## config.mk

```make
export PLATFORM = sky130hd
export DESIGN_NAME = scpmc_top
export DESIGN_NICKNAME = d
export VERILOG_FILES = /design/src/core/scpmc_clk_div.v /design/src/core/scpmc_clk_gate.v /design/src/core/scpmc_top.v
export VERILOG_INCLUDE_DIRS = /design/src /design/src/core
export SDC_FILE = /design/constraint.sdc
export NUM_CORES = 1
export LEC_CHECK = 0
export BUFFER_PORTS_ARGS = -buffer_cell sky130_fd_sc_hd__buf_2
export CORE_UTILIZATION = 60
export CTS_BUF_LIST = sky130_fd_sc_hd__clkbuf_8 sky130_fd_sc_hd__clkbuf_16
export CTS_CLUSTER_DIAMETER = 150
export DETAILED_ROUTE_END_ITERATION = 12
export HOLD_SLACK_MARGIN = 0.02
export PLACE_DENSITY = 0.81
export RECOVER_POWER = 25
export SETUP_SLACK_MARGIN = 0.1
export SLEW_MARGIN = 25
export SYNTH_ARGS = -nofsm -noshare
export SYNTH_HDL_FRONTEND = slang
export SYNTH_SLANG_ARGS = --single-unit
```

## constraint.sdc

```tcl
create_clock -name sys_clk -period 5.5 [get_ports sys_clk]
set_clock_uncertainty 0.2 [all_clocks]
set_input_delay 1.1 -clock sys_clk [delete_from_list [all_inputs] [get_ports sys_clk]]
set_output_delay 1.1 -clock sys_clk [all_outputs]
set_load 0.02 [all_outputs]
```

## src/core/scpmc_consts.vh

```
`ifndef SCPMC_CONSTS_VH
`define SCPMC_CONSTS_VH

// APB register byte offsets
`define SCPMC_ADDR_W       8
`define SCPMC_OFF_MODE     8'h00
`define SCPMC_OFF_NORMAL   8'h04
`define SCPMC_OFF_STOP     8'h08
`define SCPMC_OFF_PDIV     8'h0C
`define SCPMC_OFF_BDIV     8'h10
`define SCPMC_OFF_HGATE    8'h14
`define SCPMC_OFF_PGATE    8'h18
`define SCPMC_OFF_SGATE    8'h1C
`define SCPMC_OFF_OSCCNT   8'h20
`define SCPMC_OFF_PWRCNT   8'h24
`define SCPMC_OFF_LOCKCNT  8'h28
`define SCPMC_OFF_PLLCTL   8'h2C
`define SCPMC_OFF_STATUS   8'h30

// Power mode field and encodings
`define SCPMC_MODE_HI      6
`define SCPMC_MODE_LO      5
`define SCPMC_MODE_NONE    2'h0
`define SCPMC_MODE_IDLE    2'h1
`define SCPMC_MODE_STOP    2'h2
`define SCPMC_MODE_SLEEP   2'h3

// Stop-mode configuration bit positions
`define SCPMC_STOP_PLOGIC  29
`define SCPMC_STOP_PMEM    17
`define SCPMC_STOP_TLOGIC  30
`define SCPMC_STOP_TMEM    19

// Field widths and positions
`define SCPMC_NDOM         6
`define SCPMC_DIV_W        4
`define SCPMC_CNT_W        16
`define SCPMC_NPLL         3
`define SCPMC_PLL_SRC_BIT  3
`define SCPMC_BDIV_H_LO    0
`define SCPMC_BDIV_P_LO    4
`define SCPMC_BDIV_S_LO    8
`define SCPMC_STAT_EXT_BIT 8
`define SCPMC_STAT_REG_BIT 9
`define SCPMC_STAT_PRST_BIT 10

// Reset values
`define SCPMC_RST_MODE     2'h0
`define SCPMC_RST_NORMAL   6'h3F
`define SCPMC_RST_STOP     32'h600A0000
`define SCPMC_RST_GATE     32'hFFFFFFFF
`define SCPMC_RST_DIV      4'h0
`define SCPMC_RST_BDIV     12'h000
`define SCPMC_RST_PLLCTL   4'h0
`define SCPMC_RST_OSCCNT   16'h0100
`define SCPMC_RST_PWRCNT   16'h0100

// Timing
`define SCPMC_CLK_MHZ      20
`define SCPMC_PLL_LOCK_US  300
`define SCPMC_STRAP_WAIT   2'h3

`endif

```

## src/core/scpmc_clk_div.v

```verilog
`timescale 1ns/1ns
`include "scpmc_consts.vh"

module scpmc_clk_div #(
  parameter W = `SCPMC_DIV_W
) (
  // Clock and reset
  input  wire         sys_clk,
  input  wire         rst_n,
  // Control
  input  wire         run,
  input  wire [W-1:0] ratioM1,
  // Divided clock level
  output wire         clkOut
);

  reg [W-1:0] cnt_q;
  reg         clk_q;

  // Each half period lasts ratioM1+1 cycles; a smaller new ratio is caught by >=
  always @(posedge sys_clk or negedge rst_n) begin
    if (!rst_n) begin
      cnt_q <= {W{1'b0}};
      clk_q <= 1'b0;
    end else if (!run) begin
      cnt_q <= {W{1'b0}}; // Frozen low so a restart gives whole pulses
      clk_q <= 1'b0;
    end else if (cnt_q >= ratioM1) begin
      cnt_q <= {W{1'b0}};
      clk_q <= ~clk_q;
    end else begin
      cnt_q <= cnt_q + {{(W-1){1'b0}}, 1'b1};
    end
  end

  assign clkOut = clk_q;

endmodule

```

## src/core/scpmc_clk_gate.v

```verilog
`timescale 1ns/1ns

module scpmc_clk_gate #(
  parameter W = 32
) (
  // Clock and reset
  input  wire         sys_clk,
  input  wire         rst_n,
  // Source clock and enables
  input  wire         clkIn,
  input  wire [W-1:0] enIn,
  // Gated clocks
  output wire [W-1:0] clkOut
);

  reg [W-1:0] en_q;

  genvar i;
  generate
    for (i = 0; i < W; i = i + 1) begin : g_bit
      // Enable only moves while the source is low, so no pulse is clipped
      always @(posedge sys_clk or negedge rst_n) begin
        if (!rst_n) begin
          en_q[i] <= 1'b1;
        end else if (!clkIn) begin
          en_q[i] <= enIn[i];
        end
      end
      assign clkOut[i] = clkIn & en_q[i];
    end
  endgenerate

endmodule

```

## src/core/scpmc_top.v

```verilog
// Design decisions made here: the placing of the registers and the APB slave port.
`timescale 1ns/1ns
`include "scpmc_consts.vh"

module scpmc_top #(
  parameter [`SCPMC_CNT_W-1:0] PLL_LOCK_CYCLES = `SCPMC_PLL_LOCK_US * `SCPMC_CLK_MHZ,
  parameter                    GATE_W          = 32
) (
  // Clock and reset
  input  wire                    sys_clk,
  input  wire                    rst_n,
  // APB slave
  input  wire [`SCPMC_ADDR_W-1:0] paddr,
  input  wire                    psel,
  input  wire                    penable,
  input  wire                    pwrite,
  input  wire [31:0]             pwdata,
  output reg  [31:0]             prdata,
  output wire                    pready,
  output reg                     pslverr,
  // Pins
  input  wire                    opModeStrap,
  input  wire                    wakeupEvent,
  output reg                     regulatorEnableOut,
  // Processor
  input  wire                    standbyWaitInterrupt,
  output wire                    processorClock,
  output reg                     procResetN,
  output reg                     procLogicPowerOn,
  output reg                     procMemPowerOn,
  // Top module and sub-domains
  output reg                     topLogicPowerOn,
  output reg                     topMemPowerOn,
  output reg  [`SCPMC_NDOM-1:0]  domainPowerOn,
  // Bus and memory controller handshakes
  output reg                     ahbDownReq,
  input  wire                    ahbDownAck,
  output reg                     axiDownReq,
  input  wire                    axiDownAck,
  output reg                     selfRefreshReq,
  input  wire                    selfRefreshAck,
  output reg                     busResetN,
  // Clock sources
  output reg                     refSelExternal,
  output reg                     oscEnable,
  output reg  [`SCPMC_NPLL-1:0]  pllEnable,
  output reg  [`SCPMC_NPLL-1:0]  clkFromPll,
  // Gated clocks
  output wire [GATE_W-1:0]       hclkGated,
  output wire [GATE_W-1:0]       pclkGated,
  output wire [GATE_W-1:0]       sclkGated
);

  // Power sequencer states
  localparam [3:0] ST_NORMAL   = 4'h0;
  localparam [3:0] ST_IDLE     = 4'h1;
  localparam [3:0] ST_ENT_AHB  = 4'h2;
  localparam [3:0] ST_ENT_AXI  = 4'h3;
  localparam [3:0] ST_ENT_SREF = 4'h4;
  localparam [3:0] ST_ENT_OFF  = 4'h5;
  localparam [3:0] ST_LOW      = 4'h6;
  localparam [3:0] ST_WAKE_PWR = 4'h7;
  localparam [3:0] ST_WAKE_OSC = 4'h8;
  localparam [3:0] ST_WAKE_PLL = 4'h9;
  localparam [3:0] ST_WAKE_REL = 4'hA;
  localparam [3:0] ST_WAKE_RST = 4'hB;

  // Software registers
  reg [1:0]                modeSel_q;
  reg [`SCPMC_NDOM-1:0]    normalCfg_q;
  reg [31:0]               stopCfg_q;
  reg [`SCPMC_DIV_W-1:0]   procDiv_q;
  reg [11:0]               busDiv_q;
  reg [GATE_W-1:0]         hGate_q;
  reg [GATE_W-1:0]         pGate_q;
  reg [GATE_W-1:0]         sGate_q;
  reg [`SCPMC_CNT_W-1:0]   oscCnt_q;
  reg [`SCPMC_CNT_W-1:0]   pwrCnt_q;
  reg [`SCPMC_CNT_W-1:0]   lockCnt_q;
  reg [3:0]                pllCtl_q;

  // Sequencer state
  reg [3:0]                state_q;
  reg [`SCPMC_CNT_W-1:0]   wait_q;
  reg                      sleep_q;
  reg                      deep_q;
  reg                      oscForce_q;
  reg                      pllHold_q;

  // Synchronisers and strap capture
  reg                      strapS1_q;
  reg                      strapS2_q;
  reg                      wakeS1_q;
  reg                      wakeS2_q;
  reg [1:0]                strapCnt_q;

  wire                     wrEn;
  wire                     rdSetup;
  wire                     inLow;
  wire                     waitDone;
  wire                     clkRun;
  wire                     procRun;
  wire                     procDivClk;
  wire                     hDivClk;
  wire                     pDivClk;
  wire                     sDivClk;
  reg  [31:0]              rdMux;
  reg                      rdHit;

  // Zero-wait slave: every access phase completes at once
  assign pready  = 1'b1;
  assign wrEn    = psel & penable & pwrite;
  assign rdSetup = psel & ~penable;

  // Domain power, and core and top power unless retained in stop, are held back from entry's end to clock release
  assign inLow    = (state_q == ST_ENT_OFF) | (state_q == ST_LOW) |
                    (state_q == ST_WAKE_PWR) | (state_q == ST_WAKE_OSC) |
                    (state_q == ST_WAKE_PLL);
  assign waitDone = (wait_q == {`SCPMC_CNT_W{1'b0}});

  // Whole timebase freezes while PLLs are held off
  assign clkRun  = ~pllHold_q;
  assign procRun = clkRun & (state_q != ST_IDLE) & procResetN;

  // Two-stage synchronisers; only stage two is read by logic
  always @(posedge sys_clk or negedge rst_n) begin
    if (!rst_n) begin
      strapS1_q <= 1'b0;
      strapS2_q <= 1'b0;
      wakeS1_q  <= 1'b0;
      wakeS2_q  <= 1'b0;
    end else begin
      strapS1_q <= opModeStrap;
      strapS2_q <= strapS1_q;
      wakeS1_q  <= wakeupEvent;
      wakeS2_q  <= wakeS1_q;
    end
  end

  // Strap is caught after release, once the synchroniser has filled, then frozen
  always @(posedge sys_clk or negedge rst_n) begin
    if (!rst_n) begin
      strapCnt_q     <= 2'h0;
      refSelExternal <= 1'b0;
    end else if (strapCnt_q != `SCPMC_STRAP_WAIT) begin
      strapCnt_q     <= strapCnt_q + 2'h1;
      refSelExternal <= strapS2_q;
    end
  end

  // Register writes
  always @(posedge sys_clk or negedge rst_n) begin
    if (!rst_n) begin
      modeSel_q   <= `SCPMC_RST_MODE;
      normalCfg_q <= `SCPMC_RST_NORMAL;
      stopCfg_q   <= `SCPMC_RST_STOP;
      procDiv_q   <= `SCPMC_RST_DIV;
      busDiv_q    <= `SCPMC_RST_BDIV;
      hGate_q     <= `SCPMC_RST_GATE;
      pGate_q     <= `SCPMC_RST_GATE;
      sGate_q     <= `SCPMC_RST_GATE;
      oscCnt_q    <= `SCPMC_RST_OSCCNT;
      pwrCnt_q    <= `SCPMC_RST_PWRCNT;
      lockCnt_q   <= PLL_LOCK_CYCLES;
      pllCtl_q    <= `SCPMC_RST_PLLCTL;
    end else if (wrEn) begin
      case (paddr)
        `SCPMC_OFF_MODE:    modeSel_q   <= pwdata[`SCPMC_MODE_HI:`SCPMC_MODE_LO];
        `SCPMC_OFF_NORMAL:  normalCfg_q <= pwdata[`SCPMC_NDOM-1:0];
        `SCPMC_OFF_STOP:    stopCfg_q   <= pwdata;
        `SCPMC_OFF_PDIV:    procDiv_q   <= pwdata[`SCPMC_DIV_W-1:0];
        `SCPMC_OFF_BDIV:    busDiv_q    <= pwdata[11:0];
        `SCPMC_OFF_HGATE:   hGate_q     <= pwdata[GATE_W-1:0];
        `SCPMC_OFF_PGATE:   pGate_q     <= pwdata[GATE_W-1:0];
        `SCPMC_OFF_SGATE:   sGate_q     <= pwdata[GATE_W-1:0];
        `SCPMC_OFF_OSCCNT:  oscCnt_q    <= pwdata[`SCPMC_CNT_W-1:0];
        `SCPMC_OFF_PWRCNT:  pwrCnt_q    <= pwdata[`SCPMC_CNT_W-1:0];
        `SCPMC_OFF_LOCKCNT: lockCnt_q   <= pwdata[`SCPMC_CNT_W-1:0];
        `SCPMC_OFF_PLLCTL:  pllCtl_q    <= pwdata[3:0];
        default: begin
        end
      endcase
    end
  end

  // Read decode; status shows the sequencer state and live pins
  always @* begin
    rdMux = 32'h00000000;
    rdHit = 1'b1;
    case (paddr)
      `SCPMC_OFF_MODE:    rdMux[`SCPMC_MODE_HI:`SCPMC_MODE_LO] = modeSel_q;
      `SCPMC_OFF_NORMAL:  rdMux[`SCPMC_NDOM-1:0] = normalCfg_q;
      `SCPMC_OFF_STOP:    rdMux = stopCfg_q;
      `SCPMC_OFF_PDIV:    rdMux[`SCPMC_DIV_W-1:0] = procDiv_q;
      `SCPMC_OFF_BDIV:    rdMux[11:0] = busDiv_q;
      `SCPMC_OFF_HGATE:   rdMux[GATE_W-1:0] = hGate_q;
      `SCPMC_OFF_PGATE:   rdMux[GATE_W-1:0] = pGate_q;
      `SCPMC_OFF_SGATE:   rdMux[GATE_W-1:0] = sGate_q;
      `SCPMC_OFF_OSCCNT:  rdMux[`SCPMC_CNT_W-1:0] = oscCnt_q;
      `SCPMC_OFF_PWRCNT:  rdMux[`SCPMC_CNT_W-1:0] = pwrCnt_q;
      `SCPMC_OFF_LOCKCNT: rdMux[`SCPMC_CNT_W-1:0] = lockCnt_q;
      `SCPMC_OFF_PLLCTL:  rdMux[3:0] = pllCtl_q;
      `SCPMC_OFF_STATUS: begin
        rdMux[3:0]                  = state_q;
        rdMux[`SCPMC_STAT_EXT_BIT]  = refSelExternal;
        rdMux[`SCPMC_STAT_REG_BIT]  = regulatorEnableOut;
        rdMux[`SCPMC_STAT_PRST_BIT] = procResetN;
      end
      default: rdHit = 1'b0;
    endcase
  end

  // Read data and error are latched in the setup cycle, valid in the access cycle
  always @(posedge sys_clk or negedge rst_n) begin
    if (!rst_n) begin
      prdata  <= 32'h00000000;
      pslverr <= 1'b0;
    end else if (rdSetup) begin
      prdata  <= pwrite ? 32'h00000000 : rdMux;
      pslverr <= ~rdHit;
    end
  end

  // Power mode sequencer
  always @(posedge sys_clk or negedge rst_n) begin
    if (!rst_n) begin
      state_q            <= ST_NORMAL;
      wait_q             <= {`SCPMC_CNT_W{1'b0}};
      sleep_q            <= 1'b0;
      deep_q             <= 1'b0;
      oscForce_q         <= 1'b0;
      pllHold_q          <= 1'b0;
      oscEnable          <= 1'b1;
      regulatorEnableOut <= 1'b1;
      ahbDownReq         <= 1'b0;
      axiDownReq         <= 1'b0;
      selfRefreshReq     <= 1'b0;
      busResetN          <= 1'b1;
      procResetN         <= 1'b1;
    end else begin
      if (!waitDone) begin
        wait_q <= wait_q - {{(`SCPMC_CNT_W-1){1'b0}}, 1'b1};
      end
      case (state_q)
        ST_NORMAL: begin
          if (standbyWaitInterrupt) begin
            case (modeSel_q)
              `SCPMC_MODE_IDLE: state_q <= ST_IDLE;
              `SCPMC_MODE_STOP, `SCPMC_MODE_SLEEP: begin
                sleep_q    <= (modeSel_q == `SCPMC_MODE_SLEEP);
                deep_q     <= ~stopCfg_q[`SCPMC_STOP_PLOGIC] &
                              ~stopCfg_q[`SCPMC_STOP_PMEM];
                ahbDownReq <= 1'b1;
                state_q    <= ST_ENT_AHB;
              end
              default: state_q <= ST_NORMAL;
            endcase
          end
        end
        ST_IDLE: begin
          if (wakeS2_q) begin
            state_q <= ST_NORMAL;
          end
        end
        ST_ENT_AHB: begin
          if (ahbDownAck) begin
            axiDownReq <= 1'b1;
            state_q    <= ST_ENT_AXI;
          end
        end
        ST_ENT_AXI: begin
          if (axiDownAck) begin
            selfRefreshReq <= 1'b1;
            state_q        <= ST_ENT_SREF;
          end
        end
        ST_ENT_SREF: begin
          if (selfRefreshAck) begin
            oscForce_q <= 1'b1;
            state_q    <= ST_ENT_OFF;
          end
        end
        ST_ENT_OFF: begin
          // Source is already on the oscillator, so PLLs stop without a glitch
          pllHold_q <= 1'b1;
          oscEnable <= 1'b0;
          if (sleep_q) begin
            regulatorEnableOut <= 1'b0;
            busResetN          <= 1'b0;
            procResetN         <= 1'b0;
          end else if (deep_q) begin
            procResetN <= 1'b0;
          end
          state_q <= ST_LOW;
        end
        ST_LOW: begin
          if (wakeS2_q) begin
            if (sleep_q) begin
              regulatorEnableOut <= 1'b1;
              wait_q             <= pwrCnt_q;
              state_q            <= ST_WAKE_PWR;
            end else begin
              oscEnable <= 1'b1;
              wait_q    <= oscCnt_q;
              state_q   <= ST_WAKE_OSC;
            end
          end
        end
        ST_WAKE_PWR: begin
          if (waitDone) begin
            oscEnable <= 1'b1;
            wait_q    <= oscCnt_q;
            state_q   <= ST_WAKE_OSC;
          end
        end
        ST_WAKE_OSC: begin
          if (waitDone) begin
            pllHold_q <= 1'b0;
            wait_q    <= lockCnt_q;
            state_q   <= ST_WAKE_PLL;
          end
        end
        ST_WAKE_PLL: begin
          if (waitDone) begin
            oscForce_q     <= 1'b0;
            selfRefreshReq <= 1'b0;
            state_q        <= ST_WAKE_REL;
          end
        end
        ST_WAKE_REL: begin
          if (!selfRefreshAck) begin
            ahbDownReq <= 1'b0;
            axiDownReq <= 1'b0;
            busResetN  <= 1'b1;
            state_q    <= ST_WAKE_RST;
          end
        end
        ST_WAKE_RST: begin
          procResetN <= 1'b1;
          sleep_q    <= 1'b0;
          deep_q     <= 1'b0;
          state_q    <= ST_NORMAL;
        end
        default: state_q <= ST_NORMAL;
      endcase
    end
  end

  // Power switches; retention parts stay on in stop so no restore is needed
  always @(posedge sys_clk or negedge rst_n) begin
    if (!rst_n) begin
      domainPowerOn    <= `SCPMC_RST_NORMAL;
      procLogicPowerOn <= 1'b1;
      procMemPowerOn   <= 1'b1;
      topLogicPowerOn  <= 1'b1;
      topMemPowerOn    <= 1'b1;
    end else if (inLow) begin
      domainPowerOn    <= {`SCPMC_NDOM{1'b0}};
      procLogicPowerOn <= ~sleep_q & stopCfg_q[`SCPMC_STOP_PLOGIC];
      procMemPowerOn   <= ~sleep_q & stopCfg_q[`SCPMC_STOP_PMEM];
      topLogicPowerOn  <= ~sleep_q & stopCfg_q[`SCPMC_STOP_TLOGIC];
      topMemPowerOn    <= ~sleep_q & stopCfg_q[`SCPMC_STOP_TMEM];
    end else begin
      domainPowerOn    <= normalCfg_q;
      procLogicPowerOn <= 1'b1;
      procMemPowerOn   <= 1'b1;
      topLogicPowerOn  <= 1'b1;
      topMemPowerOn    <= 1'b1;
    end
  end

  // PLL enables and source selects; the oscillator wins during transitions
  always @(posedge sys_clk or negedge rst_n) begin
    if (!rst_n) begin
      pllEnable  <= {`SCPMC_NPLL{1'b0}};
      clkFromPll <= {`SCPMC_NPLL{1'b0}};
    end else begin
      pllEnable  <= pllCtl_q[`SCPMC_NPLL-1:0] & {`SCPMC_NPLL{~pllHold_q}};
      clkFromPll <= pllCtl_q[`SCPMC_NPLL-1:0] &
                    {`SCPMC_NPLL{pllCtl_q[`SCPMC_PLL_SRC_BIT] & ~oscForce_q}};
    end
  end

  // Processor divider on the processor PLL path
  scpmc_clk_div #(.W(`SCPMC_DIV_W)) u_proc_div (
    .sys_clk (sys_clk),
    .rst_n   (rst_n),
    .run     (clkRun),
    .ratioM1 (procDiv_q),
    .clkOut  (procDivClk)
  );

  // Bus and peripheral dividers share one timebase, so they stay in step
  scpmc_clk_div #(.W(`SCPMC_DIV_W)) u_hclk_div (
    .sys_clk (sys_clk),
    .rst_n   (rst_n),
    .run     (clkRun),
    .ratioM1 (busDiv_q[`SCPMC_BDIV_H_LO +: `SCPMC_DIV_W]),
    .clkOut  (hDivClk)
  );

  scpmc_clk_div #(.W(`SCPMC_DIV_W)) u_pclk_div (
    .sys_clk (sys_clk),
    .rst_n   (rst_n),
    .run     (clkRun),
    .ratioM1 (busDiv_q[`SCPMC_BDIV_P_LO +: `SCPMC_DIV_W]),
    .clkOut  (pDivClk)
  );

  // Special clocks on the extra PLL path
  scpmc_clk_div #(.W(`SCPMC_DIV_W)) u_sclk_div (
    .sys_clk (sys_clk),
    .rst_n   (rst_n),
    .run     (clkRun),
    .ratioM1 (busDiv_q[`SCPMC_BDIV_S_LO +: `SCPMC_DIV_W]),
    .clkOut  (sDivClk)
  );

  // Processor clock is gated for idle and core reset
  scpmc_clk_gate #(.W(1)) u_proc_gate (
    .sys_clk (sys_clk),
    .rst_n   (rst_n),
    .clkIn   (procDivClk),
    .enIn    (procRun),
    .clkOut  (processorClock)
  );

  // Per-bit gates for the three clock groups
  scpmc_clk_gate #(.W(GATE_W)) u_hclk_gate (
    .sys_clk (sys_clk),
    .rst_n   (rst_n),
    .clkIn   (hDivClk),
    .enIn    (hGate_q),
    .clkOut  (hclkGated)
  );

  scpmc_clk_gate #(.W(GATE_W)) u_pclk_gate (
    .sys_clk (sys_clk),
    .rst_n   (rst_n),
    .clkIn   (pDivClk),
    .enIn    (pGate_q),
    .clkOut  (pclkGated)
  );

  scpmc_clk_gate #(.W(GATE_W)) u_sclk_gate (
    .sys_clk (sys_clk),
    .rst_n   (rst_n),
    .clkIn   (sDivClk),
    .enIn    (sGate_q),
    .clkOut  (sclkGated)
  );

endmodule

```

After elaboration in Yosys (flattened, before gate mapping)
Cells that the tools add are included.
{ "totals": {"reg_bits": 408, "latch_bits": 0, "ramBits": 0, "romBits": 0, "inputBits": 51, "output_inout_bits": 155, "wordCells": 447, "n_memories": 0} }
{ "classes": {"addsub": 6, "mul": 0, "div": 0, "order_cmp": 4, "n_eq_ne": 43, "shift": 0, "mux": 82, "bitwise": 125, "reduce_logical": 42} }
{ "op_table": {"columns": ["cell", "n"], "rows": [
  ["$and 1x1->1", 108],
  ["$mux 16", 5],
  ["$mux 4", 19],
  ["$pmux 16 s4", 1],
  ["$pmux 16 s3", 1],
  ["$pmux 4 s12", 1],
  ["$pmux 4 s11", 1],
  ["$eq 8x6->1 const B", 5],
  ["$mux 1", 33],
  ["$eq 8x5->1 const B", 4],
  ["$mux 32", 1],
  ["$ne 2x2->1 const B", 14],
  ["$pmux 4 s7", 1],
  ["$reduce_and 2->1", 14],
  ["$pmux 3 s9", 1],
  ["$reduce_bool 2->1", 13],
  ["$pmux 1 s2", 10],
  ["$pmux 1 s9", 2],
  ["$add 4x1->4 const B", 4],
  ["$eq 4x3->1 const B", 4],
  ["$eq 4x4->1 const B", 4],
  ["$eq 8x4->1 const B", 2],
  ["$ge 4x4->1", 4],
  ["$logic_not 16->1", 1],
  ["26 further kinds", 49]
]} }

Longest topological paths before layout
{ "depth": {"depth_word": 6, "mapped_depth": 8, "depth_no_buf": 7} }

Cells and area by module
A second synthesis with hierarchy kept.
{ "hier_totals": {"hier_cells": 1522, "area_unflattened_um2": 19711.4} }
{ "by_module_without_submodules": {"columns": ["mod", "instances", "cells_per_inst", "area_each_um2", "seq_area_each_um2"], "rows": [
  ["scpmc_top", 1, 1094, 13668.1, 7443.4],
  ["scpmc_clk_gate (u_hclk_gate ...)", 3, 103, 1587.8, 840.8],
  ["scpmc_clk_div", 4, 29, 307.8, 125.1],
  ["scpmc_clk_gate (u_proc_gate)", 1, 3, 48.8, 26.3]
]} }

Worst setup path after synthesis
No wires, ideal clock.
{ "synth_timing": {"path_kind": "input to register", "start": "input paddr[3]", "end": "register lockCnt_q[11]", "setup_ps": 125, "t_arrival_ps": 2818, "t_required_ps": 5175, "path_slack_ps": 2357, "cell_stages": 7, "n_path_buf": 3, "path_cell_list": "buf_2 > nor2b_1 > clkbuf_1 > nand2_1 > nor2_1 > buf_2 > mux2_2"} }
{ "synth_between": {"elab_chain_cells": 2} }
{ "synth_lines": {"columns": ["item", "line_no", "source"], "rows": [
  ["start, declared", "scpmc_top.v:13", "input wire [`SCPMC_ADDR_W-1:0] paddr,"],
  ["$eq 8x6->1", "scpmc_top.v:167", "case (paddr)"],
  ["$reduce_and 2->1 (no line)", null, null],
  ["end signal, assigned", "scpmc_top.v:178", "`SCPMC_OFF_LOCKCNT: lockCnt_q <= pwdata[`SCPMC_CNT_W-1:0];"],
  ["end, declared", "scpmc_top.v:79", "reg [`SCPMC_CNT_W-1:0] lockCnt_q;"]
]} }
No other way between the ends.
A chain may end at the register's enable or synchronous reset.

Final worst setup path
{ "layout_timing": {"start": "register u_hclk_div.clk_q, in the netlist u_hclk_div.clkOut", "end": "output hclkGated[4]"} }
{ "layout_between": {"elab_chain_cells": 1} }
{ "layout_lines": {"columns": ["item", "line_no", "source"], "rows": [
  ["start, declared", "scpmc_clk_div.v:18", "reg clk_q;"],
  ["start signal, assigned", "scpmc_clk_div.v:30", "clk_q <= ~clk_q;"],
  ["$and 1x1->1", "scpmc_clk_gate.v:29", "assign clkOut[i] = clkIn & en_q[i];"],
  ["end, declared", "scpmc_top.v:49", "output wire [GATE_W-1:0] hclkGated,"]
]} }
No other way between the ends.

==> impl_metrics.ini <==
[outcome]
status = finished, violations left
violations = capacitance limit, slew limit

[worst_setup_path]
worstSetupPathType = register to primary output
slowest_stage = dfrtp_1
cp-start-kind = register
cp_num_buf_inv = 2
cp.required_ns = 4.20
worstPathCellList = buf_4 -> and2_1 -> buf_2
cp.arrival_ns = 2.54
crit_path_max_fanout = 36
critical_path.endpoint_type = primary output
path_delay_family = flip-flops
r2r_setup_slack_ns = 2.42
critPathMaxStageDelay_ns = 1.03

[route]
totalWireLength_mm = 54.8
drt_iter0_drc = 1374
routed-via-count = 14000
ant_nets = 0
dr.pass1.iters = 8
via_per_inst = 6.45
drc = 0
wl_per_cell_um = 25.2

[logic_synthesis]
synth_cell_type_count = 77
ys.flop_type = dfstp_2
syn_inst = 1560
ys_seq_area_share_pct = 54.3
synth_top_area_cell = dfstp_2
synth-seq-cells = 408
syn-num-nets = 1634
synthSimpleGateAreaFrac_pct = 9.89
yosysTopAreaCellShare_pct = 30.7
synthArstFlopShare_pct = 100
muxShareOfSynthArea_pct = 19.9
synth-warning-count = 0
synth-edff-count = 0
synth_top_family_by_area = multiplexers
synth_compound_area_share_pct = 10.9
synth_area_leaders = dfstp_2 31%, dfrtp_1 24%, mux2_2 17%, and2_1 3.5%, a22oi_1 2.3%
synth_area_mm2 = 0.0193
yosys.area_share.xor_xnor_pct = 0.816
synthAdderAreaFrac_pct = 1.49
avgSynthCellArea_um2 = 12.4

[global_routing]
first_global_vias = 14200
grt_util_met1_pct = 48.2
grt_max_degree = 127
overflow = 0
antenna_found_initial = 0
grt.total_usage_pct = 33.8
grt_pass1_wl_mm = 84.9
grtUsageMet3_pct = 5.74
grt_busiest_layer = met2
gr-usage-met2_pct = 51.8

[clock_network]
cts_buffer_depth = 3
clk_pin_slew_ns = 0.06
htreeDepth = 2
post_cts_buffers = 0
cts_root_buf = clkbuf_16
numClockSinks = 408
cts_hold_buf = 0
cts_resized = 0
clk_latency_ns = 0.55
numCtsBuffers = 42
cts_tree = built

[timing]
rsz0062_at_grt = false
finalCriticalPeriod_ns = 3.84
tns_ns = 0
finalHoldViolCount = 0
tightest_slew_ns = 2.13
fin_crit_sh_pct = 69.7
holdWs_ns = 0.147
slew_viol_final = 33
maxSlewHeadroom_pct = -42.0
max_freq_mhz = 261
setup_viol = 0

[floorplan]
die_area_mm2 = 0.0329
core_mm2 = 0.0316
die_h_um = 181
fp.dieW_um = 181
ios = 206
num_rows = 65
start_util_pct = 61.1

[flow_run]
maxCapViolCount = 1

[finish]
final_area_mm2 = 0.0222
mostFrequentLayoutCells = 298 x mux2_2, 226 x dfstp_2, 203 x buf_2
syn_to_final_growth_pct = 15.1
final_core_util_pct = 70.2
final_common_cell = mux2_2
layout-drive-gt1-share_pct = 48.0
layout.nets = 1812

[placed_design]
gp_congestion = 1.00
dp_hpwl_mm = 37.0
place_area_mm2 = 0.0208
portBuffers = 204

[min_path]
min_path_type = register to register

[power]
leakagePower_uw = 0.0101
powerDensity_mw_per_mm2 = 315
ir_drop_uv = 214
where the power goes:
part	leakage [uW]	internal [uW]	switching [uW]	total (uW)
clock	0.000758	1710	1190	2900
sequential	0.00475	3160	173	3330
combinational	0.00457	297	482	779
registers in the layout (all words and copies together) (netlist names), 4 cells and up:
register          cells
state_q               4
pllCtl_q              4
u_pclk_div.cnt_q      4
u_sclk_gate.en_q     32
normalCfg_q           6
pGate_q              32
sGate_q              32
lockCnt_q            16
stopCfg_q            32
u_hclk_gate.en_q     32
oscCnt_q             16
domainPowerOn         6
u_sclk_div.cnt_q      4
wait_q               16
prdata               32
procDiv_q             4
u_hclk_div.cnt_q      4
hGate_q              32
busDiv_q             12
pwrCnt_q             16
u_pclk_gate.en_q     32
u_proc_div.cnt_q      4
layout make-up:
type                            count  area, um2
Timing Repair Buffer              237       1310
Inverter                           30        113
Clock inverter                     22        165
Fill cell                        2240       9410
Tap cell                          402        503
Multi-Input combinational cell   1019       8370
Sequential cell                   408      10500
Clock buffer                       56       1270
Antenna cell                        1       2.50
cell families (layout without fill, tap and decap cells):
kind of cell               Yosys count  count (layout)
DFF                                408             408
and+or+nand+nor                    344             344
muxes                              342             342
AOI/OAI and AO/OA                  291             291
buffers and inverters              133             345
adders and majority gates           23              23
xor gates and xnor gates            18              18
other                                1               2
path summary, 6_finish.rpt:
| kind | startpoint | end | cells after the start |
|---|---|---|---|
| worst max-delay path | u_hclk_div.clkOut$_DFFE_PN0P_ | hclkGated[4] | 3 |
| worst min-delay path | wakeS1_q$_DFF_PN0_ | wakeS2_q$_DFF_PN0_ | 0 |
| worst max register to register | wait_q[2]$_DFF_PN0_ | state_q[0]$_DFFE_PN0P_ | 5 |
| worst min register to register | wakeS1_q$_DFF_PN0_ | wakeS2_q$_DFF_PN0_ | 0 |
| max in group asynchronous | rst_n | hGate_q[5]$_DFFE_PN1P_ | 3 |
| min in group asynchronous | rst_n | stopCfg_q[20]$_DFFE_PN0P_ | 1 |
worst register-to-register path, delay by kind of cell (launching register included):
kind,cells,cell delay (ns)
muxes,1,0.36
AOI/OAI and AO/OA,1,0.47
and+or+nand+nor,3,1.47
DFF,1,0.46
per-stage QoR:
step                      total power [uW]  instances  worst slack, ns
after detailed placement              4130       2094             1.48
after global routing                  7240       2174             1.49
after CTS                             7030       2172             1.87
after global placement                4100       2094             1.54
after floorplan                       3840       1560             2.36
final                                 7010       2175             1.66
per-layer routing:
metal  up-vias  share of wire [%]
met1      7180                 42
met5         -                  0
met3       147                7.8
li1       6031                  -
met4         0                4.2
met2       678                 46
Yosys cell counts (all sizes together) (3+ instances only):
cell type and instances:
a32oi 7, mux2i 31, a22oi 58, a22o 32, nor3 18, inv 30, a221oi 4, ha 23
nand2 54, a41oi 3, nand3 30, nor4b 6, and3 10, o22a 14, nand4 3, clkbuf 82
nor2 60, o31ai 6, o211ai 3, a21o 17, a21oi 25, and2 109, a2bb2oi 6, nor4 5
xor2 8, a211o 4, xnor2 10, mux2 309, or3 4, o21ai 62, o221ai 3, nand2b 14
nand3b 7, o22ai 9, buf 21, nor2b 12, a222oi 7, dfrtp 182, dfstp 226, a31oi 8
a211oi 4, or4 3
Note: power is estimated with default switching activity, not from simulation.
